--- config.mk ---
export PLATFORM = sky130hd
export DESIGN_NAME = sg_tone_gen
export DESIGN_NICKNAME = d
export VERILOG_FILES = /design/src/logic/sg_pkg.sv /design/src/logic/sg_amp_pwm.sv /design/src/logic/sg_tone_gen.sv
export SDC_FILE = /design/constraint.sdc
export NUM_CORES = 1
export LEC_CHECK = 0
export ABC_CLOCK_PERIOD_IN_PS = 1870
export BUFFER_PORTS_ARGS = -buffer_cell sky130_fd_sc_hd__clkbuf_2
export CORE_UTILIZATION = 38
export CTS_CLUSTER_DIAMETER = 60
export DETAILED_ROUTE_END_ITERATION = 8
export PLACE_DENSITY = 0.7
export SYNTH_ARGS = -nofsm -noshare
export SYNTH_HDL_FRONTEND = slang
export SYNTH_SLANG_ARGS = --single-unit
--- constraint.sdc ---
create_clock -name i_clk -period 1.87 [get_ports i_clk]
set_clock_uncertainty 0.1 [all_clocks]
set_input_delay 0 -clock i_clk [delete_from_list [all_inputs] [get_ports i_clk]]
set_output_delay 0 -clock i_clk [all_outputs]
set_load 0.03 [all_outputs]
--- src/logic/sg_pkg.sv ---
package sg_pkg;

    // register addresses
    localparam logic [15:0] SG_ADDR_CONTROL = 16'hffc0;
    localparam logic [15:0] SG_ADDR_VOLUME  = 16'hffc1;
    localparam logic [15:0] SG_ADDR_DIVISOR = 16'hffc2;

    // reset values
    localparam logic [7:0] SG_CONTROL_RST = 8'h00;
    localparam logic [7:0] SG_DIVISOR_RST = 8'h00;
    localparam logic [7:0] SG_VOLUME_RST  = 8'h00;

    // control field positions
    localparam int SG_CTL_RUN     = 7;
    localparam int SG_CTL_OUTSEL  = 3;
    localparam int SG_CTL_CNTSEL  = 1;
    localparam int SG_CTL_INSEL   = 0;

    // widths
    localparam int SG_PRE_W = 8;
    localparam int SG_TON_W = 5;
    localparam int SG_DIV_W = 4;
    localparam int SG_VOL_W = 7;

    // tone half period in counter-clock ticks is divisor + this offset
    localparam logic [SG_TON_W-1:0] SG_TONE_OFFSET = 5'h11;
    // smallest counter-clock divide is 2^5
    localparam int SG_CNT_SHIFT_BASE = 5;

    // register access request from the cpu side
    typedef struct packed {
        logic        wr;
        logic        bit_wr;
        logic        rd;
        logic [15:0] addr;
        logic [7:0]  wdata;
        logic [2:0]  bit_idx;
        logic        bit_val;
    } sg_reg_req_t;

    // pin-side outputs
    typedef struct packed {
        logic tone;
        logic amplitude;
        logic amp_released;
    } sg_pins_t;

endpackage

--- src/logic/sg_amp_pwm.sv ---
`timescale 1ns/1ps
module sg_amp_pwm
    import sg_pkg::*;
(
    // clock and reset
    input  wire logic                i_clk,
    input  wire logic                i_sys_rst,
    // control
    input  wire logic                i_run,
    input  wire logic [SG_VOL_W-1:0] i_volume_level,
    input  wire logic [SG_VOL_W-1:0] i_count,
    // output
    output logic                     o_pwm
);

    logic next_pwm;

    // code 0 never high; code n high for n+1 of 128 counts
    assign next_pwm = i_run && (i_volume_level != '0) && (i_count <= i_volume_level);

    // level taken live: a rewrite mid-period may stretch one high phase
    always_ff @(posedge i_clk)
    begin
        if (i_sys_rst)
            o_pwm <= 1'b0;
        else
            o_pwm <= next_pwm;
    end

endmodule // sg_amp_pwm

--- src/logic/sg_tone_gen.sv ---
`timescale 1ns/1ps
//Behaviour
// volume tone is tone ANDed with PWM
// independent 7-bit amplitude PWM output
// one 8-bit and one 5-bit counter
// control resets 00H, bit or byte writes
// run bit clear stops counters, outputs low; amp_released still follows bit 3 while stopped
// software sets other bits before run bit
// bit 3 selects plain or volume tone
// bits 2:1 pick divide 2^5 to 2^8
// bit 0 picks main clock or half
// software stops generator before control rewrite
// software writes zero to control bits 6:4
// tone frequency scales with divisor plus 17
// divisor resets 00H, byte writes only
// larger divisor code gives lower tone
// software stops generator before divisor rewrite
// software writes zero to divisor bits 7:4
// amplitude duty (n+1)/128, zero gives none
// amplitude may change while running
// amplitude compares against free-running count
module sg_tone_gen
    import sg_pkg::*;
(
    // clock and reset
    input  wire logic        i_clk,
    input  wire logic        i_sys_rst,
    // register access
    input  wire sg_reg_req_t i_req,
    output logic [7:0]       o_rdata,
    output logic             o_rvalid,
    // pins
    output sg_pins_t         o_pins
);

    // registers
    logic                run_bit;
    logic                output_select_bit;
    logic [1:0]          counter_clock_select;
    logic                input_clock_select;
    logic [SG_DIV_W-1:0] tone_divisor;
    logic [SG_VOL_W-1:0] volume_level;

    // datapath
    logic                half_phase;
    logic [SG_PRE_W-1:0] prescale_count;
    logic [SG_TON_W-1:0] tone_count;
    logic                tone_level;
    logic                pwm_level;

    // decode
    wire hit_control = i_req.addr == SG_ADDR_CONTROL;
    wire hit_volume  = i_req.addr == SG_ADDR_VOLUME;
    wire hit_divisor = i_req.addr == SG_ADDR_DIVISOR;

    wire [7:0] control_image = {run_bit, 3'h0, output_select_bit,
                                counter_clock_select, input_clock_select};

    function automatic logic [7:0] merge_bit(input logic [7:0] cur, input logic [2:0] idx,
                                              input logic val);
        logic [7:0] res;
        res      = cur;
        res[idx] = val;
        return res;
    endfunction

    // control write value for both byte and bit writes
    wire [7:0] control_wval = i_req.bit_wr
        ? merge_bit(control_image, i_req.bit_idx, i_req.bit_val)
        : i_req.wdata;
    wire       control_we   = hit_control && (i_req.wr || i_req.bit_wr);

    wire       divisor_we   = hit_divisor && i_req.wr;
    wire       volume_we    = hit_volume && i_req.wr;

    logic [7:0] read_mux;

    // read-back decode; unmapped addresses read zero
    always_comb
    begin
        if (hit_control)
            read_mux = control_image;
        else if (hit_volume)
            read_mux = {1'b0, volume_level};
        else if (hit_divisor)
            read_mux = {4'h0, tone_divisor};
        else
            read_mux = 8'h00;
    end

    // control fields; unused bits 6:4 are not stored and read zero
    always_ff @(posedge i_clk)
    begin
        if (i_sys_rst)
        begin
            run_bit              <= SG_CONTROL_RST[SG_CTL_RUN];
            output_select_bit    <= SG_CONTROL_RST[SG_CTL_OUTSEL];
            counter_clock_select <= SG_CONTROL_RST[SG_CTL_CNTSEL +: 2];
            input_clock_select   <= SG_CONTROL_RST[SG_CTL_INSEL];
        end
        else if (control_we)
        begin
            run_bit              <= control_wval[SG_CTL_RUN];
            output_select_bit    <= control_wval[SG_CTL_OUTSEL];
            counter_clock_select <= control_wval[SG_CTL_CNTSEL +: 2];
            input_clock_select   <= control_wval[SG_CTL_INSEL];
        end
    end

    // divisor is not guarded by run: software must stop first
    always_ff @(posedge i_clk)
    begin
        if (i_sys_rst)
            tone_divisor <= SG_DIVISOR_RST[SG_DIV_W-1:0];
        else if (divisor_we)
            tone_divisor <= i_req.wdata[SG_DIV_W-1:0];
    end

    // volume may be rewritten while running
    always_ff @(posedge i_clk)
    begin
        if (i_sys_rst)
            volume_level <= SG_VOLUME_RST[SG_VOL_W-1:0];
        else if (volume_we)
            volume_level <= i_req.wdata[SG_VOL_W-1:0];
    end

    // read answer stands one cycle
    always_ff @(posedge i_clk)
    begin
        if (i_sys_rst)
            o_rvalid <= 1'b0;
        else
            o_rvalid <= i_req.rd;
    end

    // data held at zero between answers
    always_ff @(posedge i_clk)
    begin
        if (i_sys_rst)
            o_rdata <= 8'h00;
        else if (i_req.rd)
            o_rdata <= read_mux;
        else
            o_rdata <= 8'h00;
    end

    // generator input clock enable: every cycle or every other
    wire gen_tick = input_clock_select | half_phase;

    // counter clock tick when the low 5..8 prescaler bits all wrap
    function automatic logic low_bits_full(input logic [SG_PRE_W-1:0] cnt,
                                           input logic [1:0] sel);
        logic [SG_PRE_W-1:0] mask;
        mask = SG_PRE_W'((1 << (SG_CNT_SHIFT_BASE + int'(sel))) - 1);
        return (cnt & mask) == mask;
    endfunction

    wire cnt_tick  = gen_tick && low_bits_full(prescale_count, counter_clock_select);
    wire [SG_TON_W-1:0] tone_last = {1'b0, tone_divisor} + SG_TONE_OFFSET - 5'h01;
    wire tone_wrap = tone_count == tone_last;

    // stopped generator clears every counter so a restart is clean
    wire gen_stop  = i_sys_rst || !run_bit;

    always_ff @(posedge i_clk)
    begin
        if (gen_stop)
            half_phase <= 1'b0;
        else
            half_phase <= ~half_phase;
    end

    // 8-bit prescaler also feeds the pwm compare
    always_ff @(posedge i_clk)
    begin
        if (gen_stop)
            prescale_count <= '0;
        else if (gen_tick)
            prescale_count <= prescale_count + 8'h01;
    end

    // 5-bit tone counter toggles the level on each wrap
    always_ff @(posedge i_clk)
    begin
        if (gen_stop)
        begin
            tone_count <= '0;
            tone_level <= 1'b0;
        end
        else if (cnt_tick)
        begin
            // half period of divisor+17 ticks, larger code is slower
            tone_count <= tone_wrap ? '0 : tone_count + 5'h01;
            if (tone_wrap)
                tone_level <= ~tone_level;
        end
    end

    // pwm count shares the free-running prescaler low bits
    sg_amp_pwm u_amp_pwm (
        .i_clk          (i_clk),
        .i_sys_rst      (i_sys_rst),
        .i_run          (run_bit),
        .i_volume_level (volume_level),
        .i_count        (prescale_count[SG_VOL_W-1:0]),
        .o_pwm          (pwm_level)
    );

    // output stage registered; stopped generator drives tone and amplitude low
    wire next_tone = run_bit && (output_select_bit ? (tone_level & pwm_level)
                                                   : tone_level);
    wire next_amp  = run_bit && !output_select_bit && pwm_level;
    // released pin is left to the clock-out mux, acts as active-low enable
    wire next_released = output_select_bit;

    always_ff @(posedge i_clk)
    begin
        if (i_sys_rst)
            o_pins <= '0;
        else
        begin
            o_pins.tone         <= next_tone;
            o_pins.amplitude    <= next_amp;
            o_pins.amp_released <= next_released;
        end
    end

endmodule // sg_tone_gen

== Word-level counts from Yosys, hierarchy flattened ==
Cells that the tools add are included.
Storage, ports and cells
  logic and storage cells: 65
  input bits: 33
  flip-flop bits (word level): 44
  output and inout port bits: 12
Cells by class
  shift operators: 1
  multiplexer cells: 9
  add/subtract/negate cells: 6
  bitwise gates (word level): 6
  reduce and logical (&&, ||, !) cells: 18
  eq/ne operators: 5
  order comparisons: 3
Operators with widths (number)
  == test 16 bit (second input constant): 3
  2-to-1 mux 8 bit: 2
  logical AND 1 bit: 10
  adder 8 x 1 -> 8 bit (second input constant): 1
  AND 8 bit: 1
  bitwise mux 8 bit: 1
  == test 8 bit: 1
  << shifter 1 x 4 -> 8 bit (first input constant): 1
  subtractor 8 x 2 -> 8 bit (second input constant): 1
  <= comparator 7 bit: 1
  2-to-1 mux 7 bit: 1
  nonzero test 7 bit: 1
  adder 4 x 5 -> 5 bit (second input constant): 1
  adder 5 x 1 -> 5 bit (second input constant): 1
  == test 5 bit: 1
  2-to-1 mux 5 bit: 1
  subtractor 5 x 1 -> 5 bit (second input constant): 1
  adder 3 x 2 -> 4 bit (first input constant): 1
  less-than comparator 3 x 4 -> 1 bit (second input constant): 1
  2-to-1 mux 4 bit: 1
  demux 1 bit (select 3 bit): 1
  >= comparator 3 x 1 -> 1 bit (second input constant): 1
  inverter 1 bit: 3
  OR reduction 3 bit: 1
  7 further kinds: 10

== Logic depth before layout (Yosys ltp) ==
Gate-level depths: netlist of the first run.
  word-level depth: 7
  depth in mapped cells: 7
  mapped depth without buffers: 7

== Cells and area by module ==
From an unflattened synthesis of the first run, not the netlist that was laid out.
Unflattened totals
  cell total of the unflattened synthesis: 244
  area total of the unflattened synthesis: 2132.0 sq um
By module, submodules not included
  sg_tone_gen: cells an instance 217, times used 1, area each 1913.1 sq um
  sg_amp_pwm: cells an instance 27, times used 1, area each 219.0 sq um

== Worst setup path before layout of the first run ==
No wires, ideal clock.
  path type: register -> register
  start point: register input_clock_select
  end point: register tone_count[4]
  setup time: 0.062 ns
  arrival time: 1.513 ns
  period minus slack after synthesis: 1.675 ns
  slack: 0.195 ns
  stages on the path, launching flop included: 6
  cells stage by stage: dfxtp_1 o21a_1 o21ai_0 a211o_1 or4_1 nand3_1
Between the ends
  word-level cells in the longest chain between the ends: 2
Ends and longest elaborated chain
  start: declaration: line sg_tone_gen.sv:40  | logic input_clock_select;
  start signal: assignment: line sg_tone_gen.sv:99  | input_clock_select <= SG_CONTROL_RST[SG_CTL_INSEL];
  start signal: assignment: line sg_tone_gen.sv:106  | input_clock_select <= control_wval[SG_CTL_INSEL];
  bitwise OR 1 bit: line sg_tone_gen.sv:149  | wire gen_tick = input_clock_select | half_phase;
  logical AND 1 bit: line sg_tone_gen.sv:159  | wire cnt_tick = gen_tick && low_bits_full(prescale_count, counter_clock_select);
  end signal: assignment: line sg_tone_gen.sv:194  | tone_count <= tone_wrap ? '0 : tone_count + 5'h01;
  end: declaration: line sg_tone_gen.sv:47  | logic [SG_TON_W-1:0] tone_count;
Every way passes these cells.
A chain may end at the register's enable or synchronous reset.

== Worst setup path after layout of the first run ==
  start point: register prescale_count[1]
  end point: register tone_count[4]
Between the ends
  word-level cells in the longest chain between the ends: 3
Ends and longest elaborated chain
  start: declaration: line sg_tone_gen.sv:46  | logic [SG_PRE_W-1:0] prescale_count;
  start signal: assignment: line sg_tone_gen.sv:180  | prescale_count <= prescale_count + 8'h01;
  AND 8 bit: line sg_tone_gen.sv:156  | return (cnt & mask) == mask;
  == test 8 bit: line sg_tone_gen.sv:156
  logical AND 1 bit: line sg_tone_gen.sv:159
Every way passes these cells.

==> results.cfg, run 1 <==
[setup_path]
crit_path_start_kind = register
cp_max_fo = 9
crit_slowest_cell = or4_1
path_depth = 5
rrSetupSlack_ps = 140
cp-startpoint = prescale_count[1]$_SDFFE_PP0P_
max_stage_delay_ps = 490
cp_num_buf_inv = 0
r2r_start = prescale_count[1]$_SDFFE_PP0P_
cp.arrival_ps = 1880
critPathTopFamily = simple AND/OR/NAND/NOR gates
end_kind = register
setup.worst_path.class = register to register
crit_required_ps = 2010
rr_endpoint = tone_count[4]$_SDFFE_PP0P_
crit_top_cell = nand3_1
r2r_cells = 5
critPathCapture = tone_count[4]$_SDFFE_PP0P_
cp_cell_sequence = ha_1 > nand3_1 > a211o_1 > or4_1 > nand3_1

[grt]
grt_overflow_total = 0
grt_pass1_wl_mm = 8.47
grt_pass1_vias = 1868
use_met3 = 0.0357
grt_max_degree = 16
grtUsageTotal = 0.179
met2_usage = 0.301
grt_use_met1 = 0.229
antenna_found_initial = 0
top_usage_layer = met2

[cts]
cts_made_buffers = 5
post_cts_buffers = 0
clk_latency_ps = 300
root_buffer = clkbuf_8
post_cts_resized = 0
cts_buffer_depth = 2
clk_pin_slew_ps = 80
cts.sinks = 44
htree_levels = 2
cts_tree = done

[synthesis]
synthArstFlopShare = 0
synth_common_cells = dfxtp_1 (44), nor2_1 (26), o21ai_0 (20)
synthFlopType = dfxtp_1
synth.most_common_cell = dfxtp_1
synth_top_area_share = 0.414
ys_ff_latch = 44
synthCells = 242
syn_area_um2 = 2130
synthTopCellsByArea = dfxtp_1 (41%), mux2i_1 (7.5%), ha_1 (5.9%), o21ai_0 (4.7%), nor2_1 (4.6%)
yosys.area.top_type = dfxtp_1
synth_cell_type_count = 39
yosysWarnings = 0
avgSynthCellArea_um2 = 8.79
synth_edf_count = 0
synth_nets = 285
synth_seq_area_share = 0.414

[layout]
antenna-diode-count = 0
nNetsFinal = 348
design_area_um2 = 2680
drive_gt1_frac = 0.203
final_util = 0.512
area_growth_pct = 26.0

[drt]
vias_per_cell = 5.16
first_pass_iters = 4
drt-initial-drc-count = 69
wl_mm = 4.83
drc = 0
via_count = 1942
avgRoutedWirePerCell_um = 12.9
drtAntennaViolNets = 0

[floorplan]
design.die.area_um2 = 5900
rows = 26
fp.dieH_um = 76.8
design.core.area_um2 = 5240
io_pins = 45
initial_core_util = 0.406
chipWidth_um = 76.8

[timing]
worstMarginPinSlew_ps = 359
setup-tns-final_ps = 0
fin_crit_sh = 0.928
slew_violations = 0
whs_ps = 18.6
hold_viol = 0
layout_min_cycle_time_ps = 1730
slew_headroom = 0.760
setup_viol = 0
fmax_ghz = 0.577
rsz0062_at_grt = no

[worst_hold_path]
holdCritPathClass = input pin to register
min_from = i_req[3]

[placed_design]
placed_cell_area_um2 = 2460
routabilityCongestion = 0.801
hpwl_mm = 3.57
portBuffers = 44

[power_and_ir_drop]
p_total_mw = 1.67
leakage_nw = 1.16
peakVddDrop_v = 0.000255
power_density_nw_per_um2 = 623

[run_status]
status = completed

[job]
maxCapViolCount = 0
-- worst min-delay path by stage --
stage / to / slack (ps) / cells after the start
CTS: run_bit$_SDFFE_PP0P_ / 10 / 4
global route: counter_clock_select[1]$_SDFFE_PP0P_ / 60 / 4
floorplan: tone_divisor[0]$_SDFFE_PP0P_ / 40 / 2
finish: run_bit$_SDFFE_PP0P_ / 20 / 4
detailed placement: volume_level[5]$_SDFFE_PP0P_ / 140 / 3
global placement: volume_level[6]$_SDFFE_PP0P_ / 130 / 3
-- cell usage in the layout, fill, tap and decap left out, types with 4 or more instances in the layout --
master         netlist  final
o21ai_0             20     20
nor2_1              26     26
xor2_1               7      7
nand2_1             12     12
clkbuf_8             0      6
ha_1                10     10
clkbuf_2             0     44
dfxtp_1             44     44
nor2b_1              5      5
mux2i_1             16     16
and3_1               4      4
buf_4                0      7
a21oi_1             11     11
dlygate4sd3_1        0     13
a211oi_1             4      4
inv_1               10     10
nand3_1             14     14
nand4_1              7      7
nand2b_1             8      8
-- per-layer routing --
| layer | part of all wire | vias to the layer above | wire length [µm] |
|---|---|---|---|
| li1 | - | 998 | - |
| met1 | 0.50 | 904 | 2400 |
| met2 | 0.46 | 33 | 2220 |
| met3 | 0.032 | 7 | 153 |
| met4 | 0.012 | 0 | 58 |
| met5 | 0 | - | 0 |
-- tightest hold or removal path, delay by kind of cell --
family / cells / cell delay (ps)
AO/OA/AOI/OAI: 2 / 150
buffers and inverters: 1 / 130
AND/OR/NAND/NOR: 1 / 100
-- per-stage QoR --
stage               cells  setup slack (ps)
finish                376               136
floorplan             242               195
CTS                   376               126
global route          376              25.4
global placement      355               183
detailed placement    355               150
-- area by class of cell --
type                    instances  area [µm²]
fillers                       501        2560
multi-input cells             180        1180
flip-flops and latches         44         881
repair buffers                 64         403
well taps                      70        87.6
clock buffers                   6        82.6
inverters                      10        37.5
clock inverters                 2        10.0
-- cells by family (layout without fill, tap and decap cells) --
group | after synthesis | count (layout) | share of synthesized area
simple gates | 97 | 97 | 0.246
compound gates | 48 | 48 | 0.138
flops | 44 | 44 | 0.414
buf+inv | 18 | 82 | 0.0317
mux | 16 | 16 | 0.0752
fa+ha+maj | 10 | 10 | 0.0588
xor+xnor | 9 | 9 | 0.0370
-- where the power goes --
group	switching, mW	leakage, nW	total (mW)	internal, mW
Combinational	0.0554	0.754	0.115	0.0596
Sequential	0.000222	0.354	0.937	0.937
Clock	0.324	0.0510	0.619	0.295
-- flip-flops by register name (all words and copies together) (netlist names) --
name                  flops
o_rdata                   8
prescale_count            8
volume_level              7
tone_count                5
tone_divisor              4
o_pins                    3
counter_clock_select      2
half_phase                1
input_clock_select        1
next_released             1
o_rvalid                  1
run_bit                   1
tone_level                1
u_amp_pwm.o_pwm           1
-- what timing repair did --
item                                    in CTS  in global routing
hold endpoints to repair                    16                  0
hold buffers                                13                  0
endpoints found under the setup margin       0                  0
No activity file was read; power rests on OpenSTA's default activity.
==> inputs of run 2 (changes only) <==
- CTS_BUF_LIST: default -> sky130_fd_sc_hd__clkbuf_16
- SYNTH_HIERARCHICAL: default -> 1
==> run 2 against run 1 <==
Largest cell class unchanged. Sequential power barely moved. Register-to-register slack got worse by 70 ps. Cell area rose by 6.2%.
==> results.cfg, run 2 <==
[layout]
reg_top3 = o_rdata (8), prescale_count (8), volume_level (7)
layout.cells.non_filler = 390
multi_input_comb_area_um2 = 1180
final_util = 0.540
area_growth_pct = 33.6
final_cell_mix = dfxtp_1 (43), clkbuf_2 (43), buf_4 (21)
design_area_um2 = 2850
nNetsFinal = 362
final-seq-area_um2 = 882
drive_gt1_frac = 0.259
antenna-diode-count = 0
fillers = 503

[synthesis]
synth_seq_area_share = 0.413
avgSynthCellArea_um2 = 8.74
synth.most_common_cell = dfxtp_1
yosysWarnings = 6
synthTopCellsByArea = dfxtp_1 (41%), ha_1 (5.9%), a21oi_1 (4.0%), o21ai_0 (3.5%), mux2i_1 (3.3%)
synth_cell_type_count = 41
synth_common_cells = dfxtp_1 (44), nor2_1 (18), a21oi_1 (17)
synthFlopType = dfxtp_1
synthCells = 244
syn_area_um2 = 2130
synth_edf_count = 0
synth_nets = 287
yosys.area.top_type = dfxtp_1
synth_top_area_share = 0.413
synthArstFlopShare = 0
ys_ff_latch = 44

[setup_path]
crit_required_ps = 1930
crit_path_start_kind = input pin
setup.worst_path.class = input pin to register
cp.arrival_ps = 1910
cp_max_fo = 4
crit_slowest_cell = or4_4
cp_cell_sequence = buf_6 > or4_4 > or4_4 > buf_6 > nor4_4 > buf_4 > mux2i_1 > nor2_1
r2r_cells = 5
end_kind = register
max_stage_delay_ps = 550

[grt]
antenna_found_initial = 0
grt_max_degree = 22
grt_overflow_total = 0
grt_pass1_vias = 1874
grtUsageTotal = 0.187
grt_pass1_wl_mm = 8.65

[drt]
wl_met1_mm = 2.45
drt-initial-drc-count = 142
route.met3.wl_um = 263
highest_layer = met4
drc = 0
first_pass_iters = 4
wl_mm = 5.33
drtAntennaViolNets = 0
avgRoutedWirePerCell_um = 13.7
route.met2.wl_mm = 2.52
via_count = 2037
vias_per_cell = 5.22

[power_and_ir_drop]
p_total_mw = 1.86
power_density_nw_per_um2 = 654
leakage_nw = 1.14
peakVddDrop_v = 0.000404

[worst_hold_path]
holdCritPathClass = input pin to register
whs_path_depth = 3

[job]
maxCapViolCount = 0

[timing]
setup_viol = 0
rsz0062_at_grt = yes
whs_ps = 8.27
setup-tns-final_ps = 0
slew_headroom = 0.709
fin_crit_sh = 0.991
fmax_ghz = 0.539
layout_min_cycle_time_ps = 1850
worstMarginPinSlew_ps = 437
setup_slack_ps = 16.2
hold_viol = 0
slew_violations = 0

[floorplan]
fp.dieH_um = 76.9
chipWidth_um = 76.9
design.core.area_um2 = 5270
io_pins = 45
design.die.area_um2 = 5910
rows = 26
initial_core_util = 0.405

[placed_design]
routabilityCongestion = 0.821
portBuffers = 44
dp_slack_ps = -271
hpwl_mm = 3.94
dp.cells = 371
placed_cell_area_um2 = 2570

[cts]
cts_buffer_depth = 2
root_buffer = clkbuf_16
clk_pin_slew_ps = 60
cts_made_buffers = 5
cts_tree = done
post_cts_buffers = 0
clk_latency_ps = 280
htree_levels = 2
cts.sinks = 44

[run_status]
status = completed
-- run 2: cell types whose count changed in the layout (fill, tap and decap cells not counted), moves of 4 or more --
| cell | delta |
|---|---|
| inv_1 | +6 |
| a21oi_1 | +5 |
| mux2i_1 | -9 |
| clkbuf_16 | +5 |
| o22ai_1 | +4 |
| clkbuf_8 | -6 |
| buf_4 | +14 |
| nand2_1 | +4 |
| o21ai_0 | -5 |
| nor2_1 | -8 |
-- run 2: repair_timing --
action                     in CTS  in global routing
gates resized for setup         1                  7
cloned                          0                  0
setup endpoints to repair       1                 19
hold buffers                   11                  0
hold endpoints to repair       14                  0
pin swaps                       0                  1
-- run 2: metal layers --
layer | global-route usage | vias to the layer above
met1 | 0.231 | 935
li1 | - | 1036
met4 | 0.0712 | 0
met3 | 0.0512 | 13
met5 | 0 | -
met2 | 0.307 | 53
-- run 2: critical path: cells and delay by family --
| kind | cells | cell delay (ps) |
|---|---|---|
| mux | 1 | 190 |
| simple gates | 4 | 1280 |
| buf+inv | 3 | 430 |
-- run 2: cells by family after synthesis --
kind of cell,after synthesis,synth area share
simple gates,94,0.247
mux,7,0.0329
buf+inv,23,0.0411
compound gates,60,0.183
xor+xnor,6,0.0246
flops,44,0.413
fa+ha+maj,10,0.0587
-- run 2: final cells by class --
class	count	share of cell area
Timing Repair Buffer	77	0.178
Sequential cell	44	0.310
Tap cell	70	0.0308
Inverter	14	0.0185
Clock buffer	5	0.0439
Clock inverter	3	0.00395
Multi-Input combinational cell	177	0.416
-- run 2: power breakdown --
group	total [mW]	internal (mW)	leakage [nW]	switching, mW
clock network	0.811	0.480	0.0738	0.331
registers	0.939	0.939	0.355	0.000234
logic	0.112	0.0556	0.714	0.0566
total	1.86	1.47	1.14	0.388
-- run 2: worst paths after layout --
path,from,end,slack (ps)
setup / recovery,i_req[15],volume_level[2]$_SDFFE_PP0P_,20
hold reg to reg,tone_level$_SDFFE_PP0P_,o_pins[2]$_SDFF_PP0_,360
hold / removal,i_req[11],run_bit$_SDFFE_PP0P_,8
setup reg to reg,tone_count[0]$_SDFFE_PP0P_,tone_level$_SDFFE_PP0P_,70
